## config.mk

```make
export PLATFORM = sky130hd
export DESIGN_NAME = hpw_write_seq
export DESIGN_NICKNAME = d
export VERILOG_FILES = /design/src/hpw_pkg.sv /design/src/hpw_sync.sv /design/src/hpw_write_seq.sv
export VERILOG_INCLUDE_DIRS = /design/src
export SDC_FILE = /design/constraint.sdc
export NUM_CORES = 1
export LEC_CHECK = 0
export BUFFER_PORTS_ARGS = -buffer_cell sky130_fd_sc_hd__buf_2
export CAP_MARGIN = 20
export CORE_MARGIN = 4
export CORE_UTILIZATION = 52
export CTS_BUF_LIST = sky130_fd_sc_hd__clkbuf_8
export DETAILED_ROUTE_END_ITERATION = 8
export GPL_TIMING_DRIVEN = 1
export PLACE_DENSITY_LB_ADDON = 0.08
export SYNTH_ARGS = -nofsm -noshare
export SYNTH_HDL_FRONTEND = slang
export SYNTH_SLANG_ARGS = --single-unit
```

## constraint.sdc

```tcl
create_clock -name clk -period 4.08 [get_ports clk]
set_clock_uncertainty 0.1 [all_clocks]
set_input_delay 0.204 -clock clk [delete_from_list [all_inputs] [get_ports clk]]
set_output_delay 0.204 -clock clk [all_outputs]
set_load 0.1 [all_outputs]
```

## src/hpw_defs.svh

```systemverilog
// timing counts and field widths of the host-port write sequencer
`ifndef HPW_DEFS_SVH
`define HPW_DEFS_SVH

`define HPW_ADDR_W 24
`define HPW_DATA_W 16
`define HPW_CSSEL_W 4
`define HPW_CNT_W 6
`define HPW_ADDR_PARAM_W 4
`define HPW_SETUP_PARAM_W 4
`define HPW_STROBE_PARAM_W 4
`define HPW_HOLD_PARAM_W 6
`define HPW_RECOV_PARAM_W 4

// highest chip select that shares the wait input
`define HPW_WAIT_CS_MAX 4'h7
// strobe width 4 to 5 cycles
`define HPW_STROBE_MIN 6'h04
`define HPW_STROBE_MAX 6'h05
// data hold 4 to 36 cycles after strobe rise
`define HPW_HOLD_MIN 6'h04
`define HPW_HOLD_MAX 6'h24
// recovery 2 to 17 cycles
`define HPW_RECOV_MIN 6'h02
// extra setup cycle after ready drops
`define HPW_RDY_EXTRA 6'h01
`define HPW_CNT_ONE 6'h01
`define HPW_CNT_ZERO 6'h00

// synchroniser width and idle levels: ready low, wait high
`define HPW_SYNC_W 2
`define HPW_SYNC_RST 2'h2
`define HPW_SYNC_RDY 0
`define HPW_SYNC_WAIT 1

`endif

```

## src/hpw_pkg.sv

```systemverilog
// types of the host-port write sequencer
package hpw_pkg;

	// chip select bus mode
	typedef enum logic [1:0] {
		HPW_MODE_PLAIN,
		HPW_MODE_STROBE_A,
		HPW_MODE_STROBE_B,
		HPW_MODE_SPARE
	} hpw_mode_t;

	// write sequence phases
	typedef enum logic [2:0] {
		HPW_IDLE,
		HPW_ADDR,
		HPW_SETUP,
		HPW_STROBE,
		HPW_HOLD,
		HPW_RECOV
	} hpw_state_t;

endpackage : hpw_pkg

```

## src/hpw_sync.sv

```systemverilog
// three-stage pin synchroniser with agreement filter
`timescale 1ns/1ns
`default_nettype none

module hpw_sync #(
	parameter int WIDTH = 2,
	parameter logic [WIDTH-1:0] RST_VAL = '0
) (
	input wire logic clk,
	input wire logic nrst,
	input wire logic ce,
	input wire logic [WIDTH-1:0] pin_in,
	output logic [WIDTH-1:0] pin_out
);

	logic [WIDTH-1:0] stage1;
	logic [WIDTH-1:0] stage2;
	logic [WIDTH-1:0] stage3;

	////////////////////////////////////////////////////////////////////////
	// one filter per bit
	genvar gi;
	generate
		for (gi = 0; gi < WIDTH; gi++) begin : g_bit
			// shift chain, first stage only feeds second
			always_ff @(posedge clk or negedge nrst) begin
				if (!nrst) begin
					stage1[gi] <= RST_VAL[gi];
					stage2[gi] <= RST_VAL[gi];
					stage3[gi] <= RST_VAL[gi];
				end else if (ce) begin
					stage1[gi] <= pin_in[gi];
					stage2[gi] <= stage1[gi];
					stage3[gi] <= stage2[gi];
				end
			end

			// output moves once stages two and three agree
			always_ff @(posedge clk or negedge nrst) begin
				if (!nrst) begin
					pin_out[gi] <= RST_VAL[gi];
				end else if (ce && (stage2[gi] == stage3[gi])) begin
					pin_out[gi] <= stage3[gi];
				end
			end
		end
	endgenerate

endmodule : hpw_sync

`default_nettype wire

```

## src/hpw_write_seq.sv

```systemverilog
// host-port write cycle sequencer of the expansion bus controller
// Operation
// RL1: address driven with chip select, held
// RL2: programmed delay from select to strobe
// RL3: data strobe active four to five cycles
// RL4: write data valid before strobe rise
// RL5: data held 4 to 36 cycles after
// RL6: recovery of 2 to 17 cycles between
// RL7: software sets setup parameter at least two
// RL8: software sets strobe parameter at least one
// RL9: ready drop keeps setup one more clock
// RL10: shared wait on selects 0-7, strobe modes
// RL11: wait lengthens data access for slow devices
// RL12: wait ignored on synchronous first-mode writes
// RL13: wait active low, holds current phase
`timescale 1ns/1ns
`default_nettype none

`include "hpw_defs.svh"

module hpw_write_seq
	import hpw_pkg::*;
(
	input wire logic clk,
	input wire logic nrst,
	input wire logic ce,
	input wire logic wr_req,
	input wire logic [`HPW_ADDR_W-1:0] wr_addr,
	input wire logic [`HPW_DATA_W-1:0] wr_data,
	input wire logic [`HPW_CSSEL_W-1:0] wr_cs_sel,
	input wire logic [1:0] cs_mode,
	input wire logic sync_write,
	input wire logic sixteen_bit_host_port_mode,
	input wire logic [`HPW_ADDR_PARAM_W-1:0] addr_phase_param,
	input wire logic [`HPW_SETUP_PARAM_W-1:0] setup_phase_param,
	input wire logic [`HPW_STROBE_PARAM_W-1:0] strobe_phase_param,
	input wire logic [`HPW_HOLD_PARAM_W-1:0] hold_phase_param,
	input wire logic [`HPW_RECOV_PARAM_W-1:0] recov_phase_param,
	input wire logic host_ready_ind,
	input wire logic ext_slow_wait_n,
	output logic chip_sel_n,
	output logic [`HPW_CSSEL_W-1:0] cs_index,
	output logic [`HPW_ADDR_W-1:0] addr_out,
	output logic [`HPW_DATA_W-1:0] data_out,
	output logic data_oe_n,
	output logic host_data_strobe_n,
	output logic busy,
	output logic wait_stretch,
	output logic wr_done
);

	hpw_state_t state;
	hpw_state_t next_state;
	logic [`HPW_CNT_W-1:0] cnt;
	logic [`HPW_CNT_W-1:0] next_cnt;
	logic [`HPW_SYNC_W-1:0] sync_out;
	logic rdy_s;
	logic wait_s_n;
	logic rdy_seen;
	logic rdy_extra;
	logic wait_hold;
	logic access_on;
	// one-cycle take strobe, shared by the capture registers
	logic take;
	logic [`HPW_CSSEL_W-1:0] cur_cs;
	hpw_mode_t cur_mode;
	logic cur_sync;

	////////////////////////////////////////////////////////////////////////
	// pin synchronisers for ready and wait
	hpw_sync #(
		.WIDTH(`HPW_SYNC_W),
		.RST_VAL(`HPW_SYNC_RST)
	) u_sync (
		.clk(clk),
		.nrst(nrst),
		.ce(ce),
		.pin_in({ext_slow_wait_n, host_ready_ind}),
		.pin_out(sync_out)
	);

	assign rdy_s = sync_out[`HPW_SYNC_RDY];
	assign wait_s_n = sync_out[`HPW_SYNC_WAIT];

	////////////////////////////////////////////////////////////////////////
	// phase length decoding, counts are loaded as length minus one
	function automatic logic [`HPW_CNT_W-1:0] phase_len(input hpw_state_t ph,
			input logic [`HPW_ADDR_PARAM_W-1:0] a_p,
			input logic [`HPW_SETUP_PARAM_W-1:0] s_p,
			input logic [`HPW_STROBE_PARAM_W-1:0] t_p,
			input logic [`HPW_HOLD_PARAM_W-1:0] h_p,
			input logic [`HPW_RECOV_PARAM_W-1:0] r_p);
		logic [`HPW_CNT_W-1:0] len;
		len = `HPW_CNT_ZERO;
		case (ph)
			HPW_ADDR: len = `HPW_CNT_W'(a_p); // RL1
			HPW_SETUP: len = `HPW_CNT_W'(s_p); // RL2
			HPW_STROBE: begin
				// clamp width into four to five cycles
				len = `HPW_STROBE_MIN + `HPW_CNT_W'(t_p); // RL3
				if (len > `HPW_STROBE_MAX) begin
					len = `HPW_STROBE_MAX;
				end
				len = len - `HPW_CNT_ONE;
			end
			HPW_HOLD: begin
				// clamp the parameter first, a plain sum would wrap the six-bit count
				if (h_p > (`HPW_HOLD_MAX - `HPW_HOLD_MIN)) begin
					len = `HPW_HOLD_MAX; // RL5
				end else begin
					len = `HPW_HOLD_MIN + h_p; // RL5
				end
				len = len - `HPW_CNT_ONE;
			end
			HPW_RECOV: len = `HPW_RECOV_MIN + `HPW_CNT_W'(r_p) - `HPW_CNT_ONE; // RL6
			default: len = `HPW_CNT_ZERO;
		endcase
		return len;
	endfunction : phase_len

	// phases in which select is low and write data is driven
	function automatic logic in_access_phase(input hpw_state_t ph);
		logic hit;
		hit = 1'b0;
		case (ph)
			HPW_ADDR, HPW_SETUP, HPW_STROBE, HPW_HOLD: hit = 1'b1;
			default: hit = 1'b0;
		endcase
		return hit;
	endfunction : in_access_phase

	// either of the two strobe-style chip select modes
	function automatic logic is_strobe_mode(input hpw_mode_t md);
		logic hit;
		hit = 1'b0;
		case (md)
			HPW_MODE_STROBE_A, HPW_MODE_STROBE_B: hit = 1'b1;
			default: hit = 1'b0;
		endcase
		return hit;
	endfunction : is_strobe_mode

	////////////////////////////////////////////////////////////////////////
	// wait qualification
	// any phase with select low
	assign access_on = in_access_phase(state);
	// request accepted at this edge
	assign take = ce && (state == HPW_IDLE) && (next_state == HPW_ADDR);
	// only selects 0-7 in a strobe mode, never a synchronous first-mode write
	assign wait_hold = (cur_cs <= `HPW_WAIT_CS_MAX) && // RL10
		is_strobe_mode(cur_mode) && // RL10
		!((cur_mode == HPW_MODE_STROBE_A) && cur_sync) && // RL12
		!wait_s_n && // RL13
		((state == HPW_SETUP) || (state == HPW_STROBE)); // RL11

	////////////////////////////////////////////////////////////////////////
	// next phase and count
	always_comb begin
		next_state = state;
		next_cnt = cnt;
		case (state)
			HPW_IDLE: begin
				if (wr_req && sixteen_bit_host_port_mode) begin
					next_state = HPW_ADDR; // RL1
					next_cnt = phase_len(HPW_ADDR, addr_phase_param, setup_phase_param,
						strobe_phase_param, hold_phase_param, recov_phase_param);
				end
			end
			HPW_ADDR, HPW_SETUP, HPW_STROBE, HPW_HOLD, HPW_RECOV: begin
				if (wait_hold) begin
					next_cnt = cnt; // RL13
				end else if (state == HPW_SETUP && (rdy_s || rdy_extra)) begin
					next_cnt = cnt; // RL9
				end else if (cnt != `HPW_CNT_ZERO) begin
					next_cnt = cnt - `HPW_CNT_ONE;
				end else begin
					case (state)
						HPW_ADDR: next_state = HPW_SETUP; // RL2
						HPW_SETUP: next_state = HPW_STROBE;
						HPW_STROBE: next_state = HPW_HOLD; // RL4
						HPW_HOLD: next_state = HPW_RECOV;
						default: next_state = HPW_IDLE; // RL6
					endcase
					next_cnt = phase_len(next_state, addr_phase_param, setup_phase_param,
						strobe_phase_param, hold_phase_param, recov_phase_param);
				end
			end
			default: begin
				next_state = HPW_IDLE;
				next_cnt = `HPW_CNT_ZERO;
			end
		endcase
	end

	// phase register
	always_ff @(posedge clk or negedge nrst) begin
		if (!nrst) begin
			state <= HPW_IDLE;
			cnt <= `HPW_CNT_ZERO;
		end else if (ce) begin
			state <= next_state;
			cnt <= next_cnt;
		end
	end

	////////////////////////////////////////////////////////////////////////
	// ready tracking: after a drop, setup runs one more clock
	always_ff @(posedge clk or negedge nrst) begin
		if (!nrst) begin
			rdy_seen <= 1'b0;
			rdy_extra <= 1'b0;
		end else if (ce) begin
			if (state != HPW_SETUP) begin
				rdy_seen <= 1'b0;
				rdy_extra <= 1'b0;
			end else if (rdy_s) begin
				rdy_seen <= 1'b1;
				rdy_extra <= 1'b0;
			end else if (rdy_seen) begin
				rdy_seen <= 1'b0;
				rdy_extra <= 1'b1; // RL9
			end else begin
				rdy_extra <= 1'b0;
			end
		end
	end

	////////////////////////////////////////////////////////////////////////
	// access descriptor, captured with the request and kept for the wait decision
	always_ff @(posedge clk or negedge nrst) begin
		if (!nrst) begin
			cur_cs <= '0;
			cur_mode <= HPW_MODE_PLAIN;
			cur_sync <= 1'b0;
		end else if (take) begin
			cur_cs <= wr_cs_sel;
			cur_mode <= hpw_mode_t'(cs_mode);
			cur_sync <= sync_write;
		end
	end

	// address and data, launched with chip select, held until the next request
	always_ff @(posedge clk or negedge nrst) begin
		if (!nrst) begin
			addr_out <= '0;
			data_out <= '0;
		end else if (take) begin
			addr_out <= wr_addr; // RL1
			data_out <= wr_data; // RL4
		end
	end

	assign cs_index = cur_cs;

	////////////////////////////////////////////////////////////////////////
	// bus pin levels, all but the stretch flag registered from the next phase so they move with it
	// select and data enable, low from address through hold
	always_ff @(posedge clk or negedge nrst) begin
		if (!nrst) begin
			chip_sel_n <= 1'b1;
			data_oe_n <= 1'b1;
		end else if (ce) begin
			chip_sel_n <= !in_access_phase(next_state); // RL1
			data_oe_n <= !in_access_phase(next_state); // RL5
		end
	end

	// data strobe, low for the strobe phase only
	always_ff @(posedge clk or negedge nrst) begin
		if (!nrst) begin
			host_data_strobe_n <= 1'b1;
		end else if (ce) begin
			host_data_strobe_n <= !(next_state == HPW_STROBE); // RL3
		end
	end

	// busy from capture to the end of recovery, requests refused meanwhile
	always_ff @(posedge clk or negedge nrst) begin
		if (!nrst) begin
			busy <= 1'b0;
		end else if (ce) begin
			busy <= (next_state != HPW_IDLE); // RL6
		end
	end

	// stretch flag, high while the wait input freezes a data phase
	always_ff @(posedge clk or negedge nrst) begin
		if (!nrst) begin
			wait_stretch <= 1'b0;
		end else if (ce) begin
			wait_stretch <= wait_hold && access_on; // RL11
		end
	end

	// completion pulse, in the first recovery cycle as select goes high
	always_ff @(posedge clk or negedge nrst) begin
		if (!nrst) begin
			wr_done <= 1'b0;
		end else if (ce) begin
			wr_done <= (state == HPW_HOLD) && (next_state == HPW_RECOV);
		end
	end

endmodule : hpw_write_seq

`default_nettype wire

```

**Word level (Yosys, flattened, before mapping)**

Index checks and enable logic that the tools add are counted.

- Input bits: 76
- Flip-flop bits (word level): 71
- Word-level logic and storage cells: 119

- Reduce and logical (&&, ||, !) cells: 27
- Equal/unequal tests: 23
- Order comparisons: 3
- $add $sub $neg: 7
- Mux-type cells: 37

Operators by type and width:

| cell | count |
|---|---|
| 6-bit 2-to-1 mux | 15 |
| 6-bit one-hot mux with 5 select lines | 1 |
| 3-bit 2-to-1 mux | 8 |
| 3-bit by 2-bit == test with 1-bit output, second input constant | 6 |
| 3-bit == test, second input constant | 6 |
| 6-bit by 1-bit subtractor with 6-bit output, second input constant | 3 |
| 1-bit logical AND | 13 |
| 3-bit one-hot mux with 4 select lines | 1 |
| 6-bit one-hot mux with 2 select lines | 1 |
| 3-bit by 1-bit == test with 1-bit output, second input constant | 3 |
| 1-bit 2-to-1 mux | 9 |
| 4-bit OR reduction | 2 |
| 3-bit by 6-bit adder with 6-bit output, first input constant | 1 |
| 6-bit greater-than comparator, second input constant | 1 |
| 3-bit one-hot mux with 2 select lines | 1 |
| 6-bit nonzero test | 1 |
| 5-bit by 1-bit subtractor with 6-bit output, second input constant | 1 |
| 2-bit by 4-bit adder with 5-bit output, first input constant | 1 |
| 3-bit by 4-bit adder with 5-bit output, first input constant | 1 |
| 5-bit by 3-bit greater-than comparator with 1-bit output, second input constant | 1 |
| 5-bit 2-to-1 mux | 1 |
| 5-bit OR reduction | 1 |
| 4-bit by 3-bit less-or-equal comparator with 1-bit output, second input constant | 1 |
| 1-bit logical NOT | 4 |
| 11 further kinds | 14 |

**Depth between registers and ports, before layout**

Gate-level depths: netlist of run 1.

- Depth in word-level cells: 21
- Gate-level depth with buffers: 17
- Depth with buffers taken out: 14

**By module**

Synthesis of run 1 repeated with hierarchy kept, for this count alone.

- Cells, all modules: 328
- Area total of the unflattened synthesis: 3822.4 um^2

Modules (own cells, without submodules):

| module | instances | area each (um^2) | cells each | seq. area each (um^2) |
|---|---|---|---|---|
| hpw_write_seq | 1 | 3493.4 | 307 | 1579.0 |
| hpw_sync | 1 | 329.1 | 21 | 205.2 |

**Worst setup path before layout of run 1**

No wires, ideal clock.

- Kind: reg-to-reg
- Start: register state[1]
- End: register cnt[1]
- Required time: 3848 ps
- Path slack: 1151 ps
- Cell stages (with the launch flop): 18
- Arrival time: 2697 ps
- Period minus slack after synthesis: 2929 ps
- Cells stage by stage: dfrtp_1 > buf_2 > and2b_1 > and2_1 > a21oi_1 > ha_1 > buf_2 > nand4bb_1 > buf_2 > nor3b_1 > a41oi_1 > ha_1 > o22a_1 > nor2_1 > a21oi_1 > o22ai_1 > a221oi_1 > a21oi_1

- Longest elaborated chain between the ends: 12
- Elaborated cells between the ends (all ways): 29
- Those cells by class: eq/ne: 13; mux: 10; reduce/logical: 6

Ends and longest elaborated chain:

| item | RTL line | RTL |
|---|---|---|
| start, declared | hpw_write_seq.sv:52 | `hpw_state_t state;` |
| start signal, assigned | hpw_write_seq.sv:201 | `state <= next_state;` |
| 3-bit == test, or another cell as far along | hpw_write_seq.sv:161, hpw_write_seq.sv:177 |  |
| 3-bit one-hot mux with 4 select lines | hpw_write_seq.sv:177 | `case (state)` |
| 3-bit 2-to-1 mux | hpw_write_seq.sv:174 | `` end else if (cnt != `HPW_CNT_ZERO) begin `` |
| 3-bit 2-to-1 mux | hpw_write_seq.sv:172 | `end else if (state == HPW_SETUP && (rdy_s \|\| rdy_extra)) begin` |
| 3-bit 2-to-1 mux | hpw_write_seq.sv:170 | `if (wait_hold) begin` |
| 3-bit 2-to-1 mux | hpw_write_seq.sv:161 | `case (state)` |
| 3-bit == test, or another cell as far along | hpw_write_seq.sv:95 | `case (ph)` |
| 6-bit one-hot mux with 5 select lines | hpw_write_seq.sv:95 |  |
| 6-bit 2-to-1 mux | hpw_write_seq.sv:174 |  |
| 6-bit 2-to-1 mux | hpw_write_seq.sv:172 |  |
| 6-bit 2-to-1 mux | hpw_write_seq.sv:170 |  |
| 6-bit one-hot mux with 2 select lines | hpw_write_seq.sv:161 |  |
| end signal, assigned | hpw_write_seq.sv:199 | `` cnt <= `HPW_CNT_ZERO; `` |
| end signal, assigned | hpw_write_seq.sv:202 | `cnt <= next_cnt;` |
| end, declared | hpw_write_seq.sv:54 | `` logic [`HPW_CNT_W-1:0] cnt; `` |

Parallel ways exist; a longest one is shown, timed or not. The select of a mux whose other input is x is not followed.
A chain may end at the register's enable or synchronous reset.

**Final worst setup path of run 1**

Ends and elaborated chain as after synthesis.

==> results of run 1 <==
state kept, by name (all words and copies together) (netlist names), 2 cells and up:
signal          count
addr_out           24
cnt                 6
cs_index            4
cur_mode            2
data_out           16
state               3
u_sync.pin_out      2
u_sync.stage1       2
u_sync.stage2       2
u_sync.stage3       2
how the worst max path moves through the flow:
| stage | start | to | slack (ps) | depth (start not counted) |
|---|---|---|---|---|
| floorplan | state[1]$_DFFE_PN0P_ | cnt[1]$_DFFE_PN0P_ | 1150 | 17 |
| global route | state[1]$_DFFE_PN0P_ | cnt[1]$_DFFE_PN0P_ | 170 | 14 |
| finish | state[1]$_DFFE_PN0P_ | cnt[1]$_DFFE_PN0P_ | 520 | 14 |
| detailed placement | state[1]$_DFFE_PN0P_ | cnt[1]$_DFFE_PN0P_ | 590 | 14 |
| global placement | state[1]$_DFFE_PN0P_ | cnt[1]$_DFFE_PN0P_ | 730 | 14 |
| CTS | state[1]$_DFFE_PN0P_ | cnt[1]$_DFFE_PN0P_ | 560 | 14 |
cell families after synthesis:
family                   Yosys count
AO/OA/AOI/OAI                     72
XOR/XNOR                           8
adder cells (fa/ha/maj)            9
buffers and inverters             33
flip-flops                        71
multiplexers                      57
AND/OR/NAND/NOR                   76
what timing repair did:
action,CTS,global route
hold buffers,45,0
buffers inserted,0,0
resized for setup,0,0
endpoints found under the hold margin,77,0
layer usage:
| layer | wire length [um] | vias up | track usage |
|---|---|---|---|
| met5 | 0 | - | 0 |
| met4 | 204 | 0 | 0.0916 |
| met3 | 637 | 20 | 0.0492 |
| met2 | 4660 | 113 | 0.377 |
| met1 | 3740 | 1493 | 0.271 |
| li1 | - | 1513 | - |
worst max-delay path: stages (launching register included):
cell and delay [ps]:
dfrtp_1 570, and2b_1 330, and2_1 170, a21oi_1 50, ha_1 320, nand4bb_1 440, nor3b_1 330, a41oi_1 80
ha_1 300, o22a_1 130, nor2_1 40, a21oi_1 140, o22ai_1 90, a221oi_1 280, a21oi_1 70
layout make-up:
cell class / count / area, sq um / area share
clock buffer: 10 / 138 / 0.0277
clock inverter: 6 / 42.5 / 0.00855
inverter: 15 / 56.3 / 0.0113
multi-input combinational: 222 / 1740 / 0.350
sequential: 71 / 1780 / 0.359
tap: 96 / 120 / 0.0242
timing repair buffer: 172 / 1090 / 0.219
placed cells by master, fill, tap and decap left out, types with 3 or more instances in the layout:
cell / count
xnor2_1: 6
a21oi_1: 20
dlygate4sd3_1: 45
nand4_1: 3
o21ai_0: 19
nor2_1: 18
ha_1: 9
inv_1: 15
nand2_1: 10
dfrtp_1: 65
nor3_1: 5
nand3_1: 6
nand3b_1: 3
mux2_2: 46
o22ai_1: 3
mux2_1: 9
dfstp_2: 6
o21ai_1: 3
clkbuf_8: 10
nor3b_1: 5
nand2b_1: 7
buf_2: 125
per-stage QoR:
step / utilization / worst slack, ps / instances / hold WS, ps
2_1_floorplan: - / 1150 / 326 / -192
3_3_place_gp: 0.636 / 729 / 531 / 254
3_5_place_dp: 0.636 / 586 / 531 / 259
4_1_cts: 0.728 / 564 / 592 / 1.37
5_1_grt: 0.728 / 167 / 592 / 2.44
6_report: 0.728 / 516 / 592 / 12.0
==> results.json, run 1 <==
{
  "synth_top_family_by_area": "multiplexers",
  "grt-ovfl-total": 0,
  "r2r-start": "state[1]$_DFFE_PN0P_",
  "path_clk_slew_ps": 80,
  "cts_buffer_depth": 2,
  "clk_latency_ps": 330,
  "hp-start": "wr_addr[3]",
  "final_nets": 576,
  "setup_tns_ps": 0,
  "synth-main-ff-cell": "dfrtp_1",
  "dpl_cell_area_sq_mm": 0.00434,
  "clkSinkCount": 71,
  "cts_tree": "done",
  "antenna_found_initial": 0,
  "synthArstFlopShare": 1.00,
  "drt_iter0_markers": 135,
  "synth_top_cell_by_area": "dfrtp_1",
  "vias_per_cell": 5.30,
  "fill_cells": 523,
  "synthAdderAreaFrac": 0.0306,
  "synth_enable_flop_cells": 0,
  "dpl.hpwl_mm": 6.43,
  "grtUsageTotal": 0.222,
  "syn_to_final_growth_pct": 35.3,
  "max_freq_mhz": 281,
  "grt_pass1_wl_mm": 15.0,
  "fin_area_sq_mm": 0.00497,
  "rr_endpoint": "cnt[1]$_DFFE_PN0P_",
  "fp.dieArea_sq_mm": 0.00848,
  "final_layout_size_suffix_gt1_frac": 0.421,
  "synth_commonest_cells": "dfrtp_1 (65), mux2_2 (46), a21oi_1 (20)",
  "antenna_left": 0,
  "cts_buffers": 9,
  "initial_core_util": 0.538,
  "r2r.worst_path.cells": 14,
  "ys_ff_latch": 71,
  "start_kind": "register",
  "setup_viol": 0,
  "core_area_sq_mm": 0.00683,
  "max_slew_margin": 0.437,
  "synth_area_sq_mm": 0.00368,
  "worstPathArrival_ps": 3670,
  "hold_viol": 0,
  "vias": 3139,
  "wl_mm": 9.24,
  "netlist.area_leader.share": 0.442,
  "status": "completed",
  "rsz0062_at_grt": "false",
  "firstDrtPassIters": 4,
  "cts-root-buf": "clkbuf_8",
  "path_class": "reg2reg",
  "detail_route.wl_per_cell_um": 15.6,
  "synthCells": 326,
  "synth-xor-area-share": 0.0191,
  "synthDistinctLibCells": 63,
  "cp.required_ps": 4190,
  "hp-class": "in2reg",
  "hold_depth": 2,
  "syn-num-nets": 411,
  "drcViolationCount": 0,
  "reg2reg_slack_ps": 520,
  "min_to": "addr_out[3]$_DFFE_PN0P_",
  "synth_compound_area_frac": 0.127,
  "slew_violations": 0,
  "drv_cap": 0,
  "avgSynthCellArea_sq_um": 11.3,
  "port_buffers": 125,
  "grt_pass1_vias": 3107,
  "synth.area.mux_share": 0.177,
  "grt_max_degree": 48,
  "die_w_um": 92.1,
  "ys_seq_area_frac": 0.485,
  "path_max_fanout": 17,
  "insertedDiodeCount": 0,
  "cp-end-kind": "register",
  "period_minus_slack_ps": 3560,
  "die_h_um": 92.1,
  "io_pins": 126,
  "synth_top_cells_by_area": "dfrtp_1 (44%), mux2_2 (14%), dfstp_2 (4.3%)",
  "worst_slew_pin_slew_ps": 844,
  "yosysMostFrequentCell": "dfrtp_1",
  "num_rows": 30,
  "synth-simple-area-share": 0.121,
  "gp_routability_congestion": 0.848,
  "htree_levels": 3,
  "fin_crit_sh": 0.874,
  "ys_warn_count": 0
}
Power of run 1 is not shown: default switching activity piles up to over one toggle a cycle in this logic, so the estimate is an artifact.
==> inputs of run 2 (changes only) <==
--- a/config.mk
+++ b/config.mk
@@ -6,8 +6,10 @@
 export SDC_FILE = /design/constraint.sdc
 export NUM_CORES = 1
 export LEC_CHECK = 0
+export ABC_CLOCK_PERIOD_IN_PS = 4080
 export BUFFER_PORTS_ARGS = -buffer_cell sky130_fd_sc_hd__buf_2
 export CAP_MARGIN = 20
+export CORE_ASPECT_RATIO = 1.4
 export CORE_MARGIN = 4
 export CORE_UTILIZATION = 52
 export CTS_BUF_LIST = sky130_fd_sc_hd__clkbuf_8
@@ -17,3 +19,4 @@
 export SYNTH_ARGS = -nofsm -noshare
 export SYNTH_HDL_FRONTEND = slang
 export SYNTH_SLANG_ARGS = --single-unit
+export TNS_END_PERCENT = 50
==> results.json, run 2 (synthesized netlist as in run 1, its figures left out) <==
{
  "status": "completed",
  "rsz0062_at_grt": "false",
  "period_minus_slack_ps": 3580,
  "port_buffers": 125,
  "grt_pass1_wl_mm": 15.9,
  "regArea_sq_mm": 0.00178,
  "setup_tns_ps": 0,
  "min_to": "addr_out[3]$_DFFE_PN0P_",
  "cts_buffers": 9,
  "dp_cells": 531,
  "cp.required_ps": 4180,
  "path_max_fanout": 17,
  "r2r-start": "state[1]$_DFFE_PN0P_",
  "r2r.worst_path.cells": 14,
  "cp-end-kind": "register",
  "cts-root-buf": "clkbuf_8",
  "worst_slew_pin_slew_ps": 852,
  "cts_buffer_depth": 2,
  "rr_endpoint": "cnt[1]$_DFFE_PN0P_",
  "final_common_cell": "buf_2",
  "initial_core_util": 0.530,
  "firstDrtPassIters": 4,
  "start_kind": "register",
  "vias_per_cell": 5.37,
  "io_pins": 126,
  "hold_viol": 0,
  "wl_mm": 9.65,
  "gp_routability_congestion": 0.894,
  "die_h_um": 107,
  "htree_levels": 3,
  "antenna_found_initial": 0,
  "pre_cts_slack_ps": 567,
  "cts_tree": "done",
  "fin_crit_sh": 0.877,
  "dpl.hpwl_mm": 6.32,
  "regMostFlops": "addr_out",
  "clkSinkCount": 71,
  "drcViolationCount": 0,
  "slew_violations": 0,
  "drt_iter0_markers": 150,
  "layout_common_cells": "buf_2 (125), dfrtp_1 (65), mux2_2 (46)",
  "die_w_um": 79.1,
  "reg2reg_slack_ps": 500,
  "detail_route.wl_per_cell_um": 16.3,
  "clk_latency_ps": 330,
  "largest_reg_flops": 24,
  "antenna_left": 0,
  "grt_max_degree": 69,
  "vias": 3171,
  "stdcell_count": 591,
  "syn_to_final_growth_pct": 36.1,
  "hp-class": "in2reg",
  "path_class": "reg2reg",
  "path_clk_slew_ps": 80,
  "num_rows": 36,
  "multi_input_area_sq_mm": 0.00174,
  "hp-start": "wr_addr[3]",
  "fill_cells": 538,
  "largestRegisters": "addr_out x24, data_out x16, cnt x6",
  "drv_cap": 0,
  "grtUsageTotal": 0.238,
  "setup_slack_ps": 501,
  "max_slew_margin": 0.432,
  "final_nets": 576,
  "insertedDiodeCount": 0,
  "grt-ovfl-total": 0,
  "grt_pass1_vias": 3360,
  "max_freq_mhz": 279,
  "core_area_sq_mm": 0.00694,
  "setup_viol": 0,
  "final_layout_size_suffix_gt1_frac": 0.421,
  "worstPathArrival_ps": 3680,
  "hold_depth": 2,
  "fp.dieArea_sq_mm": 0.00850
}
## run 2: cell types whose count changed in the layout (fill, tap and decap cells not counted)
cell,change
bufinv_16,+2
inv_6,-2
buf_4,+1
clkbuf_8,-1
clkinv_4,+1
clkinvlp_4,-1
dlygate4sd3_1,-1
inv_1,+1
## run 2: routing by layer
layer | track usage | up-vias | part of all wire
met3 | 0.0595 | 11 | 0.054
li1 | - | 1509 | -
met1 | 0.264 | 1557 | 0.38
met5 | 0 | - | 0
met4 | 0.0786 | 0 | 0.014
met2 | 0.437 | 94 | 0.55
## run 2: worst max-delay path, stage by stage, from the launching register on
cell       delay, ps
dfrtp_1          580
and2b_1          350
and2_1           160
a21oi_1           50
ha_1             320
nand4bb_1        420
nor3b_1          290
a41oi_1           90
ha_1             310
o22a_1           130
nor2_1            40
a21oi_1          160
o22ai_1           90
a221oi_1         280
a21oi_1           70
## run 2: worst max-delay path by stage
stage / startpoint / to / slack, ps / depth (start not counted)
floorplan: state[1]$_DFFE_PN0P_ / cnt[1]$_DFFE_PN0P_ / 1150 / 17
global placement: state[1]$_DFFE_PN0P_ / cnt[2]$_DFFE_PN0P_ / 720 / 13
global route: state[1]$_DFFE_PN0P_ / cnt[1]$_DFFE_PN0P_ / 190 / 14
CTS: state[1]$_DFFE_PN0P_ / cnt[2]$_DFFE_PN0P_ / 540 / 13
detailed placement: state[1]$_DFFE_PN0P_ / cnt[2]$_DFFE_PN0P_ / 570 / 13
finish: state[1]$_DFFE_PN0P_ / cnt[1]$_DFFE_PN0P_ / 500 / 14
## run 2: layout make-up
class / instances / area share
clock buffers: 9 / 0.0248
clock inverters: 7 / 0.0180
inverters: 15 / 0.0113
multi-input cells: 222 / 0.348
flip-flops and latches: 71 / 0.357
well taps: 95 / 0.0238
repair buffers: 172 / 0.218
## run 2: timing repair
| action | 4_1_cts | 5_1_grt |
|---|---|---|
| gates resized for setup | 0 | 0 |
| buffers inserted | 0 | 0 |
| endpoints found under the hold margin | 46 | 0 |
| hold buffers | 44 | 0 |
## run 2: through the flow
step | util | cell area [sq um] | hold WS, ps
2_1_floorplan | - | 3680 | -192
3_3_place_gp | 0.627 | 4350 | -88.2
3_5_place_dp | 0.627 | 4350 | -88.1
4_1_cts | 0.721 | 5000 | 0.189
5_1_grt | 0.721 | 5000 | 2.30
6_report | 0.721 | 5000 | 16.0
Power of run 2 is left out for the same reason.
==> inputs of run 3 (changes only) <==
--- a/config.mk
+++ b/config.mk
@@ -6,11 +6,11 @@
 export SDC_FILE = /design/constraint.sdc
 export NUM_CORES = 1
 export LEC_CHECK = 0
-export ABC_CLOCK_PERIOD_IN_PS = 4080
+export ABC_CLOCK_PERIOD_IN_PS = 3700
 export BUFFER_PORTS_ARGS = -buffer_cell sky130_fd_sc_hd__buf_2
 export CAP_MARGIN = 20
 export CORE_ASPECT_RATIO = 1.4
-export CORE_MARGIN = 4
+export CORE_MARGIN = 2
 export CORE_UTILIZATION = 52
 export CTS_BUF_LIST = sky130_fd_sc_hd__clkbuf_8
 export DETAILED_ROUTE_END_ITERATION = 8
==> constraint.sdc (replaced) <==
create_clock -name clk -period 3.7 [get_ports clk]
set_clock_uncertainty 0.1 [all_clocks]
set_input_delay 0.185 -clock clk [delete_from_list [all_inputs] [get_ports clk]]
set_output_delay 0.185 -clock clk [all_outputs]
set_load 0.1 [all_outputs]
==> results.json, run 3 (synthesized netlist as in run 1, its figures left out) <==
{
  "wl_mm": 9.68,
  "clk_latency_ps": 340,
  "final_common_cell": "buf_2",
  "post-cts-setup-buffers": 0,
  "io_pins": 126,
  "stdcell_count": 599,
  "post-route-util": 0.737,
  "status": "completed",
  "largestRegisters": "addr_out x24, data_out x16, cnt x6",
  "cts_buffer_depth": 2,
  "start_kind": "register",
  "drt_iter0_markers": 110,
  "antenna_left": 0,
  "grt_pass1_wl_mm": 15.4,
  "detail_route.wl_per_cell_um": 16.2,
  "num_rows": 36,
  "setup_viol": 0,
  "dpl.hpwl_mm": 6.37,
  "postCtsHoldBufs": 50,
  "cts_tree": "done",
  "rsz0062_at_grt": "false",
  "period_minus_slack_ps": 3260,
  "path_max_fanout": 15,
  "drcViolationCount": 0,
  "htree_levels": 3,
  "layout_common_cells": "buf_2 (125), dfrtp_1 (65), dlygate4sd3_1 (50)",
  "grtUsageTotal": 0.267,
  "max_slew_margin": 0.556,
  "die_h_um": 103,
  "vias": 3134,
  "hp-class": "in2reg",
  "grt-ovfl-total": 0,
  "die_w_um": 75.1,
  "largest_reg_flops": 24,
  "cp-end-kind": "register",
  "worst_slew_pin_slew_ps": 665,
  "dp_cells": 533,
  "holdWs_ps": 65.3,
  "gp_routability_congestion": 0.957,
  "path_clk_slew_ps": 70,
  "insertedDiodeCount": 0,
  "grt_max_degree": 56,
  "fp.dieArea_sq_mm": 0.00777,
  "initial_core_util": 0.533,
  "fin_crit_sh": 0.882,
  "cts_resized": 0,
  "path_class": "reg2reg",
  "final_layout_size_suffix_gt1_frac": 0.415,
  "setup_tns_ps": 0,
  "cts-root-buf": "clkbuf_8",
  "drv_cap": 0,
  "fill_cells": 464,
  "regMostFlops": "addr_out",
  "slew_violations": 0,
  "firstDrtPassIters": 4,
  "antenna_found_initial": 0,
  "final_nets": 584,
  "grt_pass1_vias": 3280,
  "worstPathArrival_ps": 3410,
  "port_buffers": 125,
  "clkSinkCount": 71,
  "max_freq_mhz": 306,
  "hold_viol": 0,
  "syn_to_final_growth_pct": 38.2,
  "core_area_sq_mm": 0.00689,
  "cp.required_ps": 3850,
  "cts_buffers": 9,
  "vias_per_cell": 5.23
}
-- run 3: cell count changes in the layout (fill, tap and decap cells not counted), sizes merged --
cell         delta
buf             +2
inv             +2
dlygate4sd3     +6
clkbuf          +1
clkinv          -3
-- run 3: worst paths after layout --
kind | startpoint | endpoint | slack [ps] | cells after the start
setup / recovery | state[0]$_DFFE_PN0P_ | cnt[2]$_DFFE_PN0P_ | 440 | 13
hold / removal | addr_phase_param[0] | cnt[0]$_DFFE_PN0P_ | 70 | 3
setup reg to reg | state[0]$_DFFE_PN0P_ | cnt[2]$_DFFE_PN0P_ | 440 | 13
hold reg to reg | u_sync.stage3[0]$_DFFE_PN0P_ | u_sync.pin_out[0]$_DFFE_PN0P_ | 390 | 2
max in group asynchronous | nrst | rdy_extra$_DFFE_PN0P_ | 2290 | 3
min in group asynchronous | nrst | busy$_DFFE_PN0P_ | 200 | 2
-- run 3: final cells by class --
cell class                 instances  area, sq um  share of cell area
sequential                        71         1780               0.351
clock inverter                     6         78.8              0.0155
clock buffer                      10          138              0.0271
multi-input combinational        222         1740               0.343
inverter                          15         56.3              0.0111
tap                               95          119              0.0234
timing repair buffer             180         1160               0.229
-- run 3: metrics by stage --
stage               setup WS [ps]  instance area, sq um
floorplan                     771                  3680
global route                  165                  5080
CTS                           493                  5080
global placement              597                  4360
finish                        437                  5080
detailed placement            525                  4360
-- run 3: routing by layer --
metal | GRT usage | routed length [um] | up-vias
met5 | 0 | 0 | -
met1 | 0.316 | 3890 | 1483
met4 | 0.135 | 364 | 0
met2 | 0.451 | 4990 | 100
li1 | - | - | 1527
met3 | 0.0591 | 435 | 24
-- run 3: critical path, stage by stage, from the launching register on --
cell and delay [ps]:
dfrtp_1 620, inv_1 210, nor2_1 130, a21oi_1 80, ha_1 290, nand4bb_1 310, buf_4 230, a21oi_1 190
ha_1 240, and3_1 160, a22o_1 120, o21ai_0 80, o2bb2a_1 290, o21ai_0 130
Power of run 3 is left out for the same reason.
